[config.mk]
export PLATFORM = sky130hd
export DESIGN_NAME = sensor_output_alarm_config
export DESIGN_NICKNAME = d
export VERILOG_FILES = /design/src/sensor_alarm_pkg.sv /design/src/sensor_output_alarm_config.sv
export VERILOG_INCLUDE_DIRS = /design/src
export SDC_FILE = /design/constraint.sdc
export NUM_CORES = 1
export LEC_CHECK = 0
export ABC_AREA = 1
export ABC_CLOCK_PERIOD_IN_PS = 3950
export BUFFER_PORTS_ARGS = -buffer_cell sky130_fd_sc_hd__buf_2
export CAP_MARGIN = 15
export CORE_MARGIN = 5
export CORE_UTILIZATION = 25
export DETAILED_ROUTE_END_ITERATION = 7
export SYNTH_ARGS = -nofsm -noshare
export SYNTH_HDL_FRONTEND = slang
export SYNTH_SLANG_ARGS = --single-unit
[constraint.sdc]
create_clock -name sys_clk_in -period 3.95 [get_ports sys_clk_in]
set_input_delay 0.1975 -clock sys_clk_in [delete_from_list [all_inputs] [get_ports sys_clk_in]]
set_output_delay 0.1975 -clock sys_clk_in [all_outputs]
set_load 0.03 [all_outputs]
[src/sensor_alarm_cfg.svh]
`ifndef SENSOR_ALARM_CFG_SVH
`define SENSOR_ALARM_CFG_SVH
`define REG_CTRL 8'h00
`define REG_HI_TRIP 8'h04
`define REG_HI_HYST 8'h08
`define REG_LO_TRIP 8'h0c
`define REG_LO_HYST 8'h10
`define REG_MEAS 8'h14
`define REG_STATUS 8'h18
`define REG_MASK 8'h1c
`define REG_DEV_ADDR 8'h20
`define REG_RES 8'h24
`define CTRL_HI_POL 0
`define CTRL_HI_OD 1
`define CTRL_LO_POL 2
`define CTRL_LO_OD 3
`define CTRL_DIFF 4
`define CTRL_PHASE 5
`define CTRL_LOCK 6
`define CTRL_READY_OD 7
`define CTRL_SEL_LSB 8
`define CTRL_UPDATE 10
`define CTRL_RESET 32'h0000_0400
`define DEV_ADDR_RESET 7'h28
`define RES_RESET 4'h0
`define ST_DONE 0
`define ST_HI 1
`define ST_LO 2
`endif

[src/sensor_alarm_pkg.sv]
package sensor_alarm_pkg;
    typedef enum logic [1:0] {
        out_i2c,
        out_spi,
        out_density,
        out_density_cap
    } out_sel_e;
    typedef struct packed {
        logic pol;
        logic od;
    } alarm_drive_s;
    typedef struct packed {
        logic [15:0] trip;
        logic [15:0] hyst;
    } alarm_cfg_s;
endpackage : sensor_alarm_pkg

[src/sensor_output_alarm_config.sv]
// The register offsets and the AXI4-Lite slave port were decided locally.
`timescale 1ns/10ps
`include "sensor_alarm_cfg.svh"

// Notes on behaviour
// - high alarm asserts when measurement rises above high trip point.
// - low alarm asserts when measurement falls below low trip point.
// - density output selection takes over the shared low alarm pin.
// - polarity 0, open-drain 0: push-pull, high while alarm active.
// - one bit selects differential instead of single-ended input.
// - phase 1: output data changes on rising clock edge for host.
// - address lock off: acknowledge any two-wire target address.
// - done pin may be driven open-drain for wired sharing.
// - separate capacitance and temperature resolution, 10/12/14 bit.
// - done pin pulses when a new conversion result is available.
module sensor_output_alarm_config (
    input wire logic sys_clk_in,
    input wire logic reset_n_in,
    input wire logic [7:0] s_axi_awaddr_in,
    input wire logic s_axi_awvalid_in,
    output logic s_axi_awready_out,
    input wire logic [31:0] s_axi_wdata_in,
    input wire logic [3:0] s_axi_wstrb_in,
    input wire logic s_axi_wvalid_in,
    output logic s_axi_wready_out,
    output logic [1:0] s_axi_bresp_out,
    output logic s_axi_bvalid_out,
    input wire logic s_axi_bready_in,
    input wire logic [7:0] s_axi_araddr_in,
    input wire logic s_axi_arvalid_in,
    output logic s_axi_arready_out,
    output logic [31:0] s_axi_rdata_out,
    output logic [1:0] s_axi_rresp_out,
    output logic s_axi_rvalid_out,
    input wire logic s_axi_rready_in,
    input wire logic [15:0] meas_in,
    input wire logic meas_valid_in,
    input wire logic serial_clk_in,
    input wire logic [6:0] target_addr_in,
    output logic addr_match_out,
    output logic data_launch_out,
    output logic alarm_high_out,
    output logic alarm_high_oe_n_out,
    output logic alarm_low_out,
    output logic alarm_low_oe_n_out,
    output logic ready_out,
    output logic ready_oe_n_out,
    output logic diff_input_out,
    output logic update_mode_out,
    output logic [1:0] cap_res_out,
    output logic [1:0] temp_res_out,
    output logic density_active_out,
    output logic irq_out
);

    ////////////////////////////////////////////////////////////////////
    logic [31:0] ctrl, w_data, next_rdata;
    sensor_alarm_pkg::alarm_cfg_s hi_cfg;
    sensor_alarm_pkg::alarm_cfg_s lo_cfg;
    logic [15:0] meas;
    logic [2:0] status, mask;
    logic [6:0] dev_addr;
    logic [3:0] res, w_strb;
    logic hi_act, lo_act, done_pulse;
    logic aw_held, w_held;
    logic [7:0] aw_addr;
    logic rd_status;
    logic sclk_s1, sclk_s2, sclk_d;
    sensor_alarm_pkg::out_sel_e sel;
    sensor_alarm_pkg::alarm_drive_s hi_drv, lo_drv;

    assign sel = sensor_alarm_pkg::out_sel_e'(ctrl[`CTRL_SEL_LSB +: 2]);
    assign hi_drv = '{pol: ctrl[`CTRL_HI_POL], od: ctrl[`CTRL_HI_OD]};
    assign lo_drv = '{pol: ctrl[`CTRL_LO_POL], od: ctrl[`CTRL_LO_OD]};

    ////////////////////////////////////////////////////////////////////
    // axi write: address and data latched independently
    assign s_axi_awready_out = !aw_held && !s_axi_bvalid_out;
    assign s_axi_wready_out = !w_held && !s_axi_bvalid_out;
    assign s_axi_bresp_out = 2'h0;
    assign s_axi_rresp_out = 2'h0;

    always_ff @(posedge sys_clk_in or negedge reset_n_in) begin
        if (!reset_n_in) begin
            aw_held <= 1'b0;
            w_held <= 1'b0;
            aw_addr <= 8'h00;
            w_data <= 32'h0000_0000;
            w_strb <= 4'h0;
            s_axi_bvalid_out <= 1'b0;
        end else begin
            if (s_axi_awvalid_in && s_axi_awready_out) begin
                aw_held <= 1'b1;
                aw_addr <= s_axi_awaddr_in;
            end
            if (s_axi_wvalid_in && s_axi_wready_out) begin
                w_held <= 1'b1;
                w_data <= s_axi_wdata_in;
                w_strb <= s_axi_wstrb_in;
            end
            if (aw_held && w_held) begin
                aw_held <= 1'b0;
                w_held <= 1'b0;
                s_axi_bvalid_out <= 1'b1;
            end else if (s_axi_bvalid_out && s_axi_bready_in) begin
                s_axi_bvalid_out <= 1'b0;
            end
        end
    end

    function automatic logic [31:0] merge(input logic [31:0] old,
                                          input logic [31:0] nw,
                                          input logic [3:0] be);
        logic [31:0] r;
        r = old;
        for (int i = 0; i < 4; i++) begin
            if (be[i]) begin
                r[i*8 +: 8] = nw[i*8 +: 8];
            end
        end
        return r;
    endfunction : merge

    logic wr_go;
    logic [31:0] m_ctrl, m_hi, m_lo, m_mask, m_addr, m_res, m_hh, m_lh;
    assign wr_go = aw_held && w_held;
    assign m_ctrl = merge(ctrl, w_data, w_strb);
    assign m_hi = merge({16'h0000, hi_cfg.trip}, w_data, w_strb);
    assign m_hh = merge({16'h0000, hi_cfg.hyst}, w_data, w_strb);
    assign m_lo = merge({16'h0000, lo_cfg.trip}, w_data, w_strb);
    assign m_lh = merge({16'h0000, lo_cfg.hyst}, w_data, w_strb);
    assign m_mask = merge({29'h0, mask}, w_data, w_strb);
    assign m_addr = merge({25'h0, dev_addr}, w_data, w_strb);
    assign m_res = merge({28'h0, res}, w_data, w_strb);

    // trip and hysteresis must be loaded by software first
    always_ff @(posedge sys_clk_in or negedge reset_n_in) begin
        if (!reset_n_in) begin
            ctrl <= `CTRL_RESET;
            hi_cfg <= '1;
            lo_cfg <= '0;
            mask <= 3'h0;
            dev_addr <= `DEV_ADDR_RESET;
            res <= `RES_RESET;
        end else if (wr_go) begin
            if (aw_addr == `REG_CTRL) begin
                ctrl <= {21'h0, m_ctrl[10:0]};
            end else if (aw_addr == `REG_HI_TRIP) begin
                hi_cfg.trip <= m_hi[15:0];
            end else if (aw_addr == `REG_HI_HYST) begin
                hi_cfg.hyst <= m_hh[15:0];
            end else if (aw_addr == `REG_LO_TRIP) begin
                lo_cfg.trip <= m_lo[15:0];
            end else if (aw_addr == `REG_LO_HYST) begin
                lo_cfg.hyst <= m_lh[15:0];
            end else if (aw_addr == `REG_MASK) begin
                mask <= m_mask[2:0];
            end else if (aw_addr == `REG_DEV_ADDR) begin
                dev_addr <= m_addr[6:0];
            end else if (aw_addr == `REG_RES) begin
                res <= m_res[3:0];
            end
        end
    end

    ////////////////////////////////////////////////////////////////////
    // axi read; unmapped reads return zero with okay
    assign s_axi_arready_out = !s_axi_rvalid_out;

    always_comb begin
        next_rdata = 32'h0000_0000;
        if (s_axi_araddr_in == `REG_CTRL) begin
            next_rdata = ctrl;
        end else if (s_axi_araddr_in == `REG_HI_TRIP) begin
            next_rdata = {16'h0000, hi_cfg.trip};
        end else if (s_axi_araddr_in == `REG_HI_HYST) begin
            next_rdata = {16'h0000, hi_cfg.hyst};
        end else if (s_axi_araddr_in == `REG_LO_TRIP) begin
            next_rdata = {16'h0000, lo_cfg.trip};
        end else if (s_axi_araddr_in == `REG_LO_HYST) begin
            next_rdata = {16'h0000, lo_cfg.hyst};
        end else if (s_axi_araddr_in == `REG_MEAS) begin
            next_rdata = {14'h0, lo_act, hi_act, meas};
        end else if (s_axi_araddr_in == `REG_STATUS) begin
            next_rdata = {29'h0, status};
        end else if (s_axi_araddr_in == `REG_MASK) begin
            next_rdata = {29'h0, mask};
        end else if (s_axi_araddr_in == `REG_DEV_ADDR) begin
            next_rdata = {25'h0, dev_addr};
        end else if (s_axi_araddr_in == `REG_RES) begin
            next_rdata = {28'h0, res};
        end
    end

    assign rd_status = s_axi_arvalid_in && s_axi_arready_out &&
                       (s_axi_araddr_in == `REG_STATUS);

    always_ff @(posedge sys_clk_in or negedge reset_n_in) begin
        if (!reset_n_in) begin
            s_axi_rvalid_out <= 1'b0;
            s_axi_rdata_out <= 32'h0000_0000;
        end else if (s_axi_arvalid_in && s_axi_arready_out) begin
            s_axi_rvalid_out <= 1'b1;
            s_axi_rdata_out <= next_rdata;
        end else if (s_axi_rready_in) begin
            s_axi_rvalid_out <= 1'b0;
        end
    end

    ////////////////////////////////////////////////////////////////////
    // alarm comparators with hysteresis
    logic [16:0] hi_clr_lvl, lo_clr_lvl;
    assign hi_clr_lvl = {1'b0, hi_cfg.trip} - {1'b0, hi_cfg.hyst};
    assign lo_clr_lvl = {1'b0, lo_cfg.trip} + {1'b0, lo_cfg.hyst};

    always_ff @(posedge sys_clk_in or negedge reset_n_in) begin
        if (!reset_n_in) begin
            meas <= 16'h0000;
            hi_act <= 1'b0;
            lo_act <= 1'b0;
            done_pulse <= 1'b0;
        end else begin
            done_pulse <= meas_valid_in;
            if (meas_valid_in) begin
                meas <= meas_in;
                if (meas_in > hi_cfg.trip) begin
                    hi_act <= 1'b1;
                end else if (!hi_clr_lvl[16] &&
                             {1'b0, meas_in} <= hi_clr_lvl) begin
                    hi_act <= 1'b0;
                end
                if (meas_in < lo_cfg.trip) begin
                    lo_act <= 1'b1;
                end else if (!lo_clr_lvl[16] &&
                             {1'b0, meas_in} >= lo_clr_lvl) begin
                    lo_act <= 1'b0;
                end
            end
        end
    end

    // status set once the sample has settled; set wins over read clear
    always_ff @(posedge sys_clk_in or negedge reset_n_in) begin
        if (!reset_n_in) begin
            status <= 3'h0;
        end else begin
            status <= (rd_status ? 3'h0 : status) |
                      {lo_act & done_pulse, hi_act & done_pulse, done_pulse};
        end
    end
    assign irq_out = |(status & mask);

    ////////////////////////////////////////////////////////////////////
    // pin drivers; open drain drives only the low level and releases the pin when the level is high
    logic hi_lvl, lo_lvl;
    assign hi_lvl = hi_act ^ hi_drv.pol;
    assign lo_lvl = lo_act ^ lo_drv.pol;
    // density mode steals the low alarm pin
    assign density_active_out = sel[1];
    assign alarm_high_out = hi_drv.od ? 1'b0 : hi_lvl;
    assign alarm_high_oe_n_out = hi_drv.od ? hi_lvl : 1'b0;
    assign alarm_low_out = sel[1] ? 1'b0 : (lo_drv.od ? 1'b0 : lo_lvl);
    assign alarm_low_oe_n_out = sel[1] ? 1'b1 :
                                (lo_drv.od ? lo_lvl : 1'b0);
    // shared done line: open drain pulls low on done
    assign ready_out = ctrl[`CTRL_READY_OD] ? 1'b0 : done_pulse;
    assign ready_oe_n_out = ctrl[`CTRL_READY_OD] ? !done_pulse : 1'b0;

    assign diff_input_out = ctrl[`CTRL_DIFF];
    // forced update in density mode guards a host-less setup
    assign update_mode_out = ctrl[`CTRL_UPDATE] | sel[1];
    assign cap_res_out = res[1:0];
    assign temp_res_out = res[3:2];
    assign addr_match_out = !ctrl[`CTRL_LOCK] ||
                            (target_addr_in == dev_addr);

    ////////////////////////////////////////////////////////////////////
    // serial clock sampled; phase picks launch edge
    always_ff @(posedge sys_clk_in or negedge reset_n_in) begin
        if (!reset_n_in) begin
            sclk_s1 <= 1'b1; // idle high: no false edge after reset
            sclk_s2 <= 1'b1;
            sclk_d <= 1'b1;
        end else begin
            sclk_s1 <= serial_clk_in;
            sclk_s2 <= sclk_s1;
            sclk_d <= sclk_s2;
        end
    end
    assign data_launch_out = ctrl[`CTRL_PHASE] ? (sclk_s2 & ~sclk_d) :
                             (~sclk_s2 & sclk_d);
endmodule : sensor_output_alarm_config

==> results.ini, run 1 <==
[clock_network]
cts_made_buffers = 17
clock_latency_ns = 0.45
clock_sinks = 162
cts_setup_buffers = 0
path_clk_slew_ns = 0.08
cts_buffer_depth = 2
h-tree-depth = 4
cts_tree = done
cts-root-buf = clkbuf_16

[synthesis]
yosysMostFrequentCell = nand2_1
synth_cell_types = 58
netlist_area_um2 = 10400
ys_ff_latch = 162
ys_top_cells_by_count = 296 x nand2_1, 129 x inv_1, 124 x dfrtp_1
synth_cells = 1241
synth-async-reset-ratio = 1.00
ys_seq_area_frac = 0.394
yosys-top-cells-area = dfrtp_1 30%, ha_1 11%, nand2_1 11%
synth-main-ff-cell = dfrtp_1
netlist.area_leader.share = 0.298
yosysWarnings = 0
synth_top_area_cell = dfrtp_1
synth_edf_count = 0
avgSynthCellArea_um2 = 8.38

[placement]
dp_cells = 1854
gp_congestion = 0.902
hpwl_mm = 24.6
dpl_cell_area_um2 = 11400
port_buffers = 104

[layout]
fin_area_um2 = 12200
final_core_util = 0.297
nets = 1540
drive_gt1_frac = 0.204
area_growth_pct = 17.1
multi_input_area_um2 = 5530
finalNonFillerCells = 1905
fill_cells = 4355
regArea_um2 = 4100

[timing]
grt_setup_unrepaired = no
period_minus_slack_ns = 3.26
slew_headroom = 0.279
tightest_slew_ns = 1.08
maxSlewViolCount = 0
fmax_mhz = 307
setup_tns_ns = 0
fin_skew_ns = 0.0116
fin_crit_sh = 0.825
hold_viol_final = 0
setup_viol = 0

[route]
wl_per_cell_um = 16.5
drt_iter0_markers = 717
firstDrtPassIters = 6
wl_mm = 31.4
ant_nets = 0
routed_via_density = 4.73
num_vias = 9007
drc = 0

[global_route]
antenna_found_initial = 1
overflow = 0
grt_pass1_wl_mm = 49.1
grt_pass1_vias = 8809
grt_max_degree = 90
grt.total_usage = 0.135

[job]
cap_violations = 0

[worst_setup_path]
reg2reg_from = hi_cfg[0]
crit_type = flop to flop
crit_start = hi_cfg[0]
r2r_end = hi_act
arrival_ns = 3.60
rrSetupSlack_ns = 0.69
end_kind = flop
path_max_fanout = 3
rr_worst_depth = 23
cp.required_ns = 4.29
start_kind = flop

[die]
die-area_um2 = 45800
core_um2 = 41000
initial_utilization = 0.254
pin_count = 141
dieWidth_um = 214
die_h_um = 214
rows = 74

[power]
leakage_nw = 5.68
power.density_nw_per_um2 = 576
peakVddDrop_uv = 395

[worst_hold_path]
holdPathStages = 2
min_path_type = primary input to flop
min_to = aw_addr[4]
hold_path.startpoint = s_axi_awaddr_in[4]

[run_status]
status = finished clean

worst max-delay path, cell delays in order, from the launching register on:
cell and delay [ns]:
dfstp_2 0.55, ha_1 0.14, inv_1 0.06, fa_1 0.40
nand3_1 0.09, nand2_1 0.11, a21o_1 0.22, nand3_1 0.10
nor2_1 0.05, nor2_1 0.18, xor2_1 0.17, ha_1 0.26
nand2_1 0.09, nor2_1 0.05, a211oi_1 0.17, nand2_1 0.08
nand2_1 0.06, nand2_1 0.04, nand2_1 0.06, nand2_1 0.05
nand2_1 0.07, nand2_1 0.06, nand2_1 0.06, nand2_1 0.05
cells by family after synthesis:
family | after synthesis | synth area share
xor+xnor | 37 | 0.0312
simple gates | 469 | 0.201
buf+inv | 181 | 0.0797
flops | 162 | 0.394
other cells | 1 | 0.000361
mux | 6 | 0.00650
compound gates | 288 | 0.168
fa+ha+maj | 97 | 0.118
layer usage:
layer / vias up / share of wire / track usage
li1: 4357 / - / -
met1: 4326 / 0.46 / 0.183
met2: 282 / 0.46 / 0.223
met3: 42 / 0.057 / 0.0226
met4: 0 / 0.021 / 0.0369
met5: - / 0 / 0
cell type report:
type                    count  share of cell area
multi-input cells         915               0.454
flip-flops and latches    162               0.337
repair buffers            125              0.0609
well taps                 532              0.0546
inverters                 138              0.0427
clock buffers              18              0.0361
clock inverters            14              0.0145
diodes                      1            0.000205
timing repair:
action                                 CTS  global route
resized for setup                        0             0
hold buffers                            18             0
setup endpoints to repair                0             0
endpoints found under the hold margin   88             0
power breakdown:
part	internal, mW	total (mW)	leakage (nW)	switching [mW]
Clock	1.02	1.79	0.303	0.768
Combinational	1.07	2.98	3.40	1.91
Sequential	1.99	2.25	1.98	0.259
cell usage in the layout (no fill, tap or decap), types with 4 or more instances in the layout:
master	instances
nand2_1	296
inv_1	129
dfrtp_1	124
buf_2	103
a21oi_1	97
ha_1	95
nor2_1	84
o21ai_0	68
o21ai_2	42
dfstp_2	38
o21ai_1	36
nand3_1	30
xnor2_1	22
conb_1	18
dlygate4sd3_1	18
clkbuf_16	17
xor2_1	15
nand4_1	10
nand2_2	10
inv_2	8
nor3_1	7
nor2_4	7
a221oi_1	6
o211ai_1	6
mux2_2	6
nor2_2	5
nand3_2	5
a211oi_1	5
o2111ai_1	4
o22ai_1	4
registers in the layout, indices dropped and copies added, names as in the netlist, 2 cells and up:
| register | flops |
|---|---|
| status | 3 |
| ctrl | 11 |
| dev_addr | 7 |
| res | 4 |
| s_axi_rdata_out | 18 |
| meas | 16 |
| hi_cfg | 32 |
| lo_cfg | 32 |
| w_data | 16 |
| w_strb | 2 |
| mask | 3 |
| aw_addr | 8 |
worst max-delay path by stage:
stage	slack (ns)	cells after the start	endpoint
final	0.69	23	hi_act
after global routing	0.46	23	hi_act
after CTS	0.69	23	hi_act
after detailed placement	0.69	23	hi_act
after global placement	0.69	23	hi_act
after floorplan	1.02	23	hi_act
per-stage QoR:
step                hold WS, ns  worst slack (ns)  power [mW]
floorplan               -0.0981              1.02        4.46
global placement          0.304             0.690        5.18
detailed placement        0.306             0.687        5.26
CTS                     0.00103             0.690        7.08
global route             0.0104             0.465        7.58
finish                  0.00815             0.690        7.02
No activity file was read; power rests on OpenSTA's default activity.
==> run 2, diff against run 1 <==
--- a/config.mk
+++ b/config.mk
@@ -7,7 +7,7 @@
 export NUM_CORES = 1
 export LEC_CHECK = 0
 export ABC_AREA = 1
-export ABC_CLOCK_PERIOD_IN_PS = 3950
+export ABC_CLOCK_PERIOD_IN_PS = 3200
 export BUFFER_PORTS_ARGS = -buffer_cell sky130_fd_sc_hd__buf_2
 export CAP_MARGIN = 15
 export CORE_MARGIN = 5
==> constraint.sdc (replaced) <==
create_clock -name sys_clk_in -period 3.2 [get_ports sys_clk_in]
set_input_delay 0.16 -clock sys_clk_in [delete_from_list [all_inputs] [get_ports sys_clk_in]]
set_output_delay 0.16 -clock sys_clk_in [all_outputs]
set_load 0.03 [all_outputs]
==> run 2 against run 1 <==
- cell count grew 1.6%
- utilization rose by 0.81 points
- worst hold slack gained 0.024 ns
- non-clock buffer count grew 29
- critical path depth fell by 1
- sequential power increased by 24%
- final area grew 2.7%
- critical path type unchanged
- critical endpoint unchanged
- largest cell class unchanged
- highest routed layer is now met5
==> results.ini, run 2 (same netlist as run 1, synthesis figures left out) <==
[worst_setup_path]
cp_slowest_stage_delay_ns = 0.55  ; about the same
cp.required_ns = 3.53  ; was 4.29 ns
cp_common_cell = nand2_1  ; unchanged
start_kind = flop  ; unchanged
critPathBufInv = 1  ; unchanged
arrival_ns = 3.45  ; was 3.60 ns
crit_family = compound AO/OA/AOI/OAI gates  ; was simple AND/OR/NAND/NOR gates
path_max_fanout = 4  ; was 3
path_cells = inv_1, ha_1, a21oi_1, nand2_1, a21boi_2, o21ai_1, a21boi_2, o21ai_1, xnor2_1, ha_1, nand2_2, nor2_2, a211oi_2, nand2_1, nand2_1, nand2_1, nand2_1, nand2_1, nand2_1, nand2_1, nand2_1, nand2_1  ; was ha_1, inv_1, fa_1, nand3_1, nand2_1, a21o_1, nand3_1, nor2_1, nor2_1, xor2_1, ha_1, nand2_1, nor2_1, a211oi_1, nand2_1, nand2_1, nand2_1, nand2_1, nand2_1, nand2_1, nand2_1, nand2_1, nand2_1
crit_type = flop to flop  ; unchanged
end_kind = flop  ; unchanged
cp_slowest_cell = dfstp_2  ; unchanged

[route]
ant_nets = 0  ; unchanged
wl_mm = 31.7  ; was 31.4 mm
wl_per_cell_um = 16.4  ; was 16.5 um
drt_iter0_markers = 698  ; was 717
routed_via_density = 4.64  ; was 4.73
firstDrtPassIters = 5  ; was 6
drc = 0  ; unchanged
num_vias = 8988  ; was 9007

[clock_network]
cts-root-buf = clkbuf_16  ; unchanged
clock_sinks = 162  ; unchanged
cts_buffer_depth = 2  ; unchanged
cts_made_buffers = 17  ; unchanged
path_clk_slew_ns = 0.07  ; was 0.08 ns
cts_tree = done  ; unchanged
clock_latency_ns = 0.44  ; was 0.45 ns
h-tree-depth = 4  ; unchanged

[timing]
fmax_mhz = 320  ; was 307 MHz
slew_headroom = 0.271  ; was 0.279
tightest_slew_ns = 1.09  ; was 1.08 ns
setup_viol = 0  ; unchanged
setup_tns_ns = 0  ; unchanged
period_minus_slack_ns = 3.13  ; was 3.26 ns
hold_viol_final = 0  ; unchanged
fin_crit_sh = 0.977  ; was 0.825
setup_ws_ns = 0.0722  ; was 0.690 ns
fin_skew_ns = 0.0111  ; was 0.0116 ns
hold_slack_ns = 0.0319  ; was 0.00815 ns
maxSlewViolCount = 0  ; unchanged
grt_setup_unrepaired = yes  ; was no

[global_route]
grt_max_degree = 76  ; was 90
grt_pass1_wl_mm = 49.6  ; was 49.1 mm
overflow = 0  ; unchanged
grt.total_usage = 0.136  ; was 0.135
grt_pass1_vias = 8837  ; was 8809
antenna_found_initial = 2  ; was 1

[placement]
hpwl_mm = 24.9  ; was 24.6 mm
gp_congestion = 0.908  ; was 0.902
post-place-ws_ns = 0.0522  ; was 0.687 ns
port_buffers = 104  ; unchanged

[die]
rows = 74  ; unchanged
die-area_um2 = 45800  ; unchanged
dieWidth_um = 214  ; unchanged
die_h_um = 214  ; unchanged
pin_count = 141  ; unchanged
initial_utilization = 0.254  ; unchanged
core_um2 = 41000  ; unchanged

[power]
total_power_mw = 8.87  ; was 7.02 mW
leakage_nw = 5.82  ; was 5.68 nW
power.density_nw_per_um2 = 709  ; was 576 nW/um2
peakVddDrop_uv = 502  ; was 395 uV

[run_status]
status = finished clean  ; unchanged

[layout]
final_cell_mix = 294 x nand2_1, 128 x inv_1, 124 x dfrtp_1  ; was 296 x nand2_1, 129 x inv_1, 124 x dfrtp_1
fill_cells = 4345  ; was 4355
area_growth_pct = 20.3  ; was 17.1%
drive_gt1_frac = 0.227  ; was 0.204
top_regs = hi_cfg x32, lo_cfg x32, s_axi_rdata_out x18  ; unchanged
final_common_cell = nand2_1  ; unchanged
nets = 1569  ; was 1540

[worst_hold_path]
min_path_type = primary input to flop  ; unchanged

[job]
cap_violations = 0  ; unchanged

run 2: cell count changes in the layout (fill, tap and decap cells not counted), moves of 3 or more:
cell / delta
buf_4: +17
clkinv_2: -3
dlygate4sd3_1: +12
ha_1: -5
ha_2: +3
inv_8: +4
run 2: path summary, 6_finish.rpt:
check,startpoint,to,slack [ns],cells past startpoint
worst max-delay path,hi_cfg[2],hi_act,0.07,22
worst min-delay path,meas_in[1],meas[1],0.03,3
worst max register to register,hi_cfg[2],hi_act,0.07,22
worst min register to register,sclk_s1,sclk_s2,0.36,0
max in group asynchronous,reset_n_in,sclk_d,1.97,3
min in group asynchronous,reset_n_in,res[3],0.32,2
run 2: timing repair:
item	in CTS	in global routing
setup endpoints to repair	0	2
resized for setup	0	23
hold endpoints to repair	89	0
hold buffers	30	0
setup buffers	0	7
run 2: report_power, final:
group          internal, mW  switching, mW
clock                  1.14          0.983
combinational          1.53           2.44
sequential             2.46          0.316
run 2: area by class of cell:
class | count | area [um2] | area share
clock buffer | 18 | 439 | 0.0351
inverter | 138 | 520 | 0.0416
clock inverter | 14 | 163 | 0.0130
sequential | 162 | 4100 | 0.328
multi-input combinational | 915 | 5630 | 0.450
timing repair buffer | 154 | 990 | 0.0791
antenna | 2 | 5.00 | 0.000400
tap | 532 | 666 | 0.0532
run 2: stage by stage:
| stage | cells | utilization | instance area, um2 |
|---|---|---|---|
| floorplan | 1258 | - | 10500 |
| global placement | 1864 | 0.279 | 11500 |
| detailed placement | 1864 | 0.279 | 11500 |
| CTS | 1926 | 0.301 | 12400 |
| global route | 1934 | 0.305 | 12500 |
| finish | 1935 | 0.305 | 12500 |
run 2: worst min-delay path, delay by kind of cell:
kind | cells | cell delay (ns)
buffers and inverters | 1 | 0.15
and+or+nand+nor | 2 | 0.12
run 2: metal layers:
metal / vias up / GRT usage / part of all wire
li1: 4418 / - / -
met5: - / 0 / 0.00022
met4: 2 / 0.0447 / 0.024
met1: 4245 / 0.191 / 0.47
met2: 269 / 0.215 / 0.45
met3: 54 / 0.0220 / 0.052
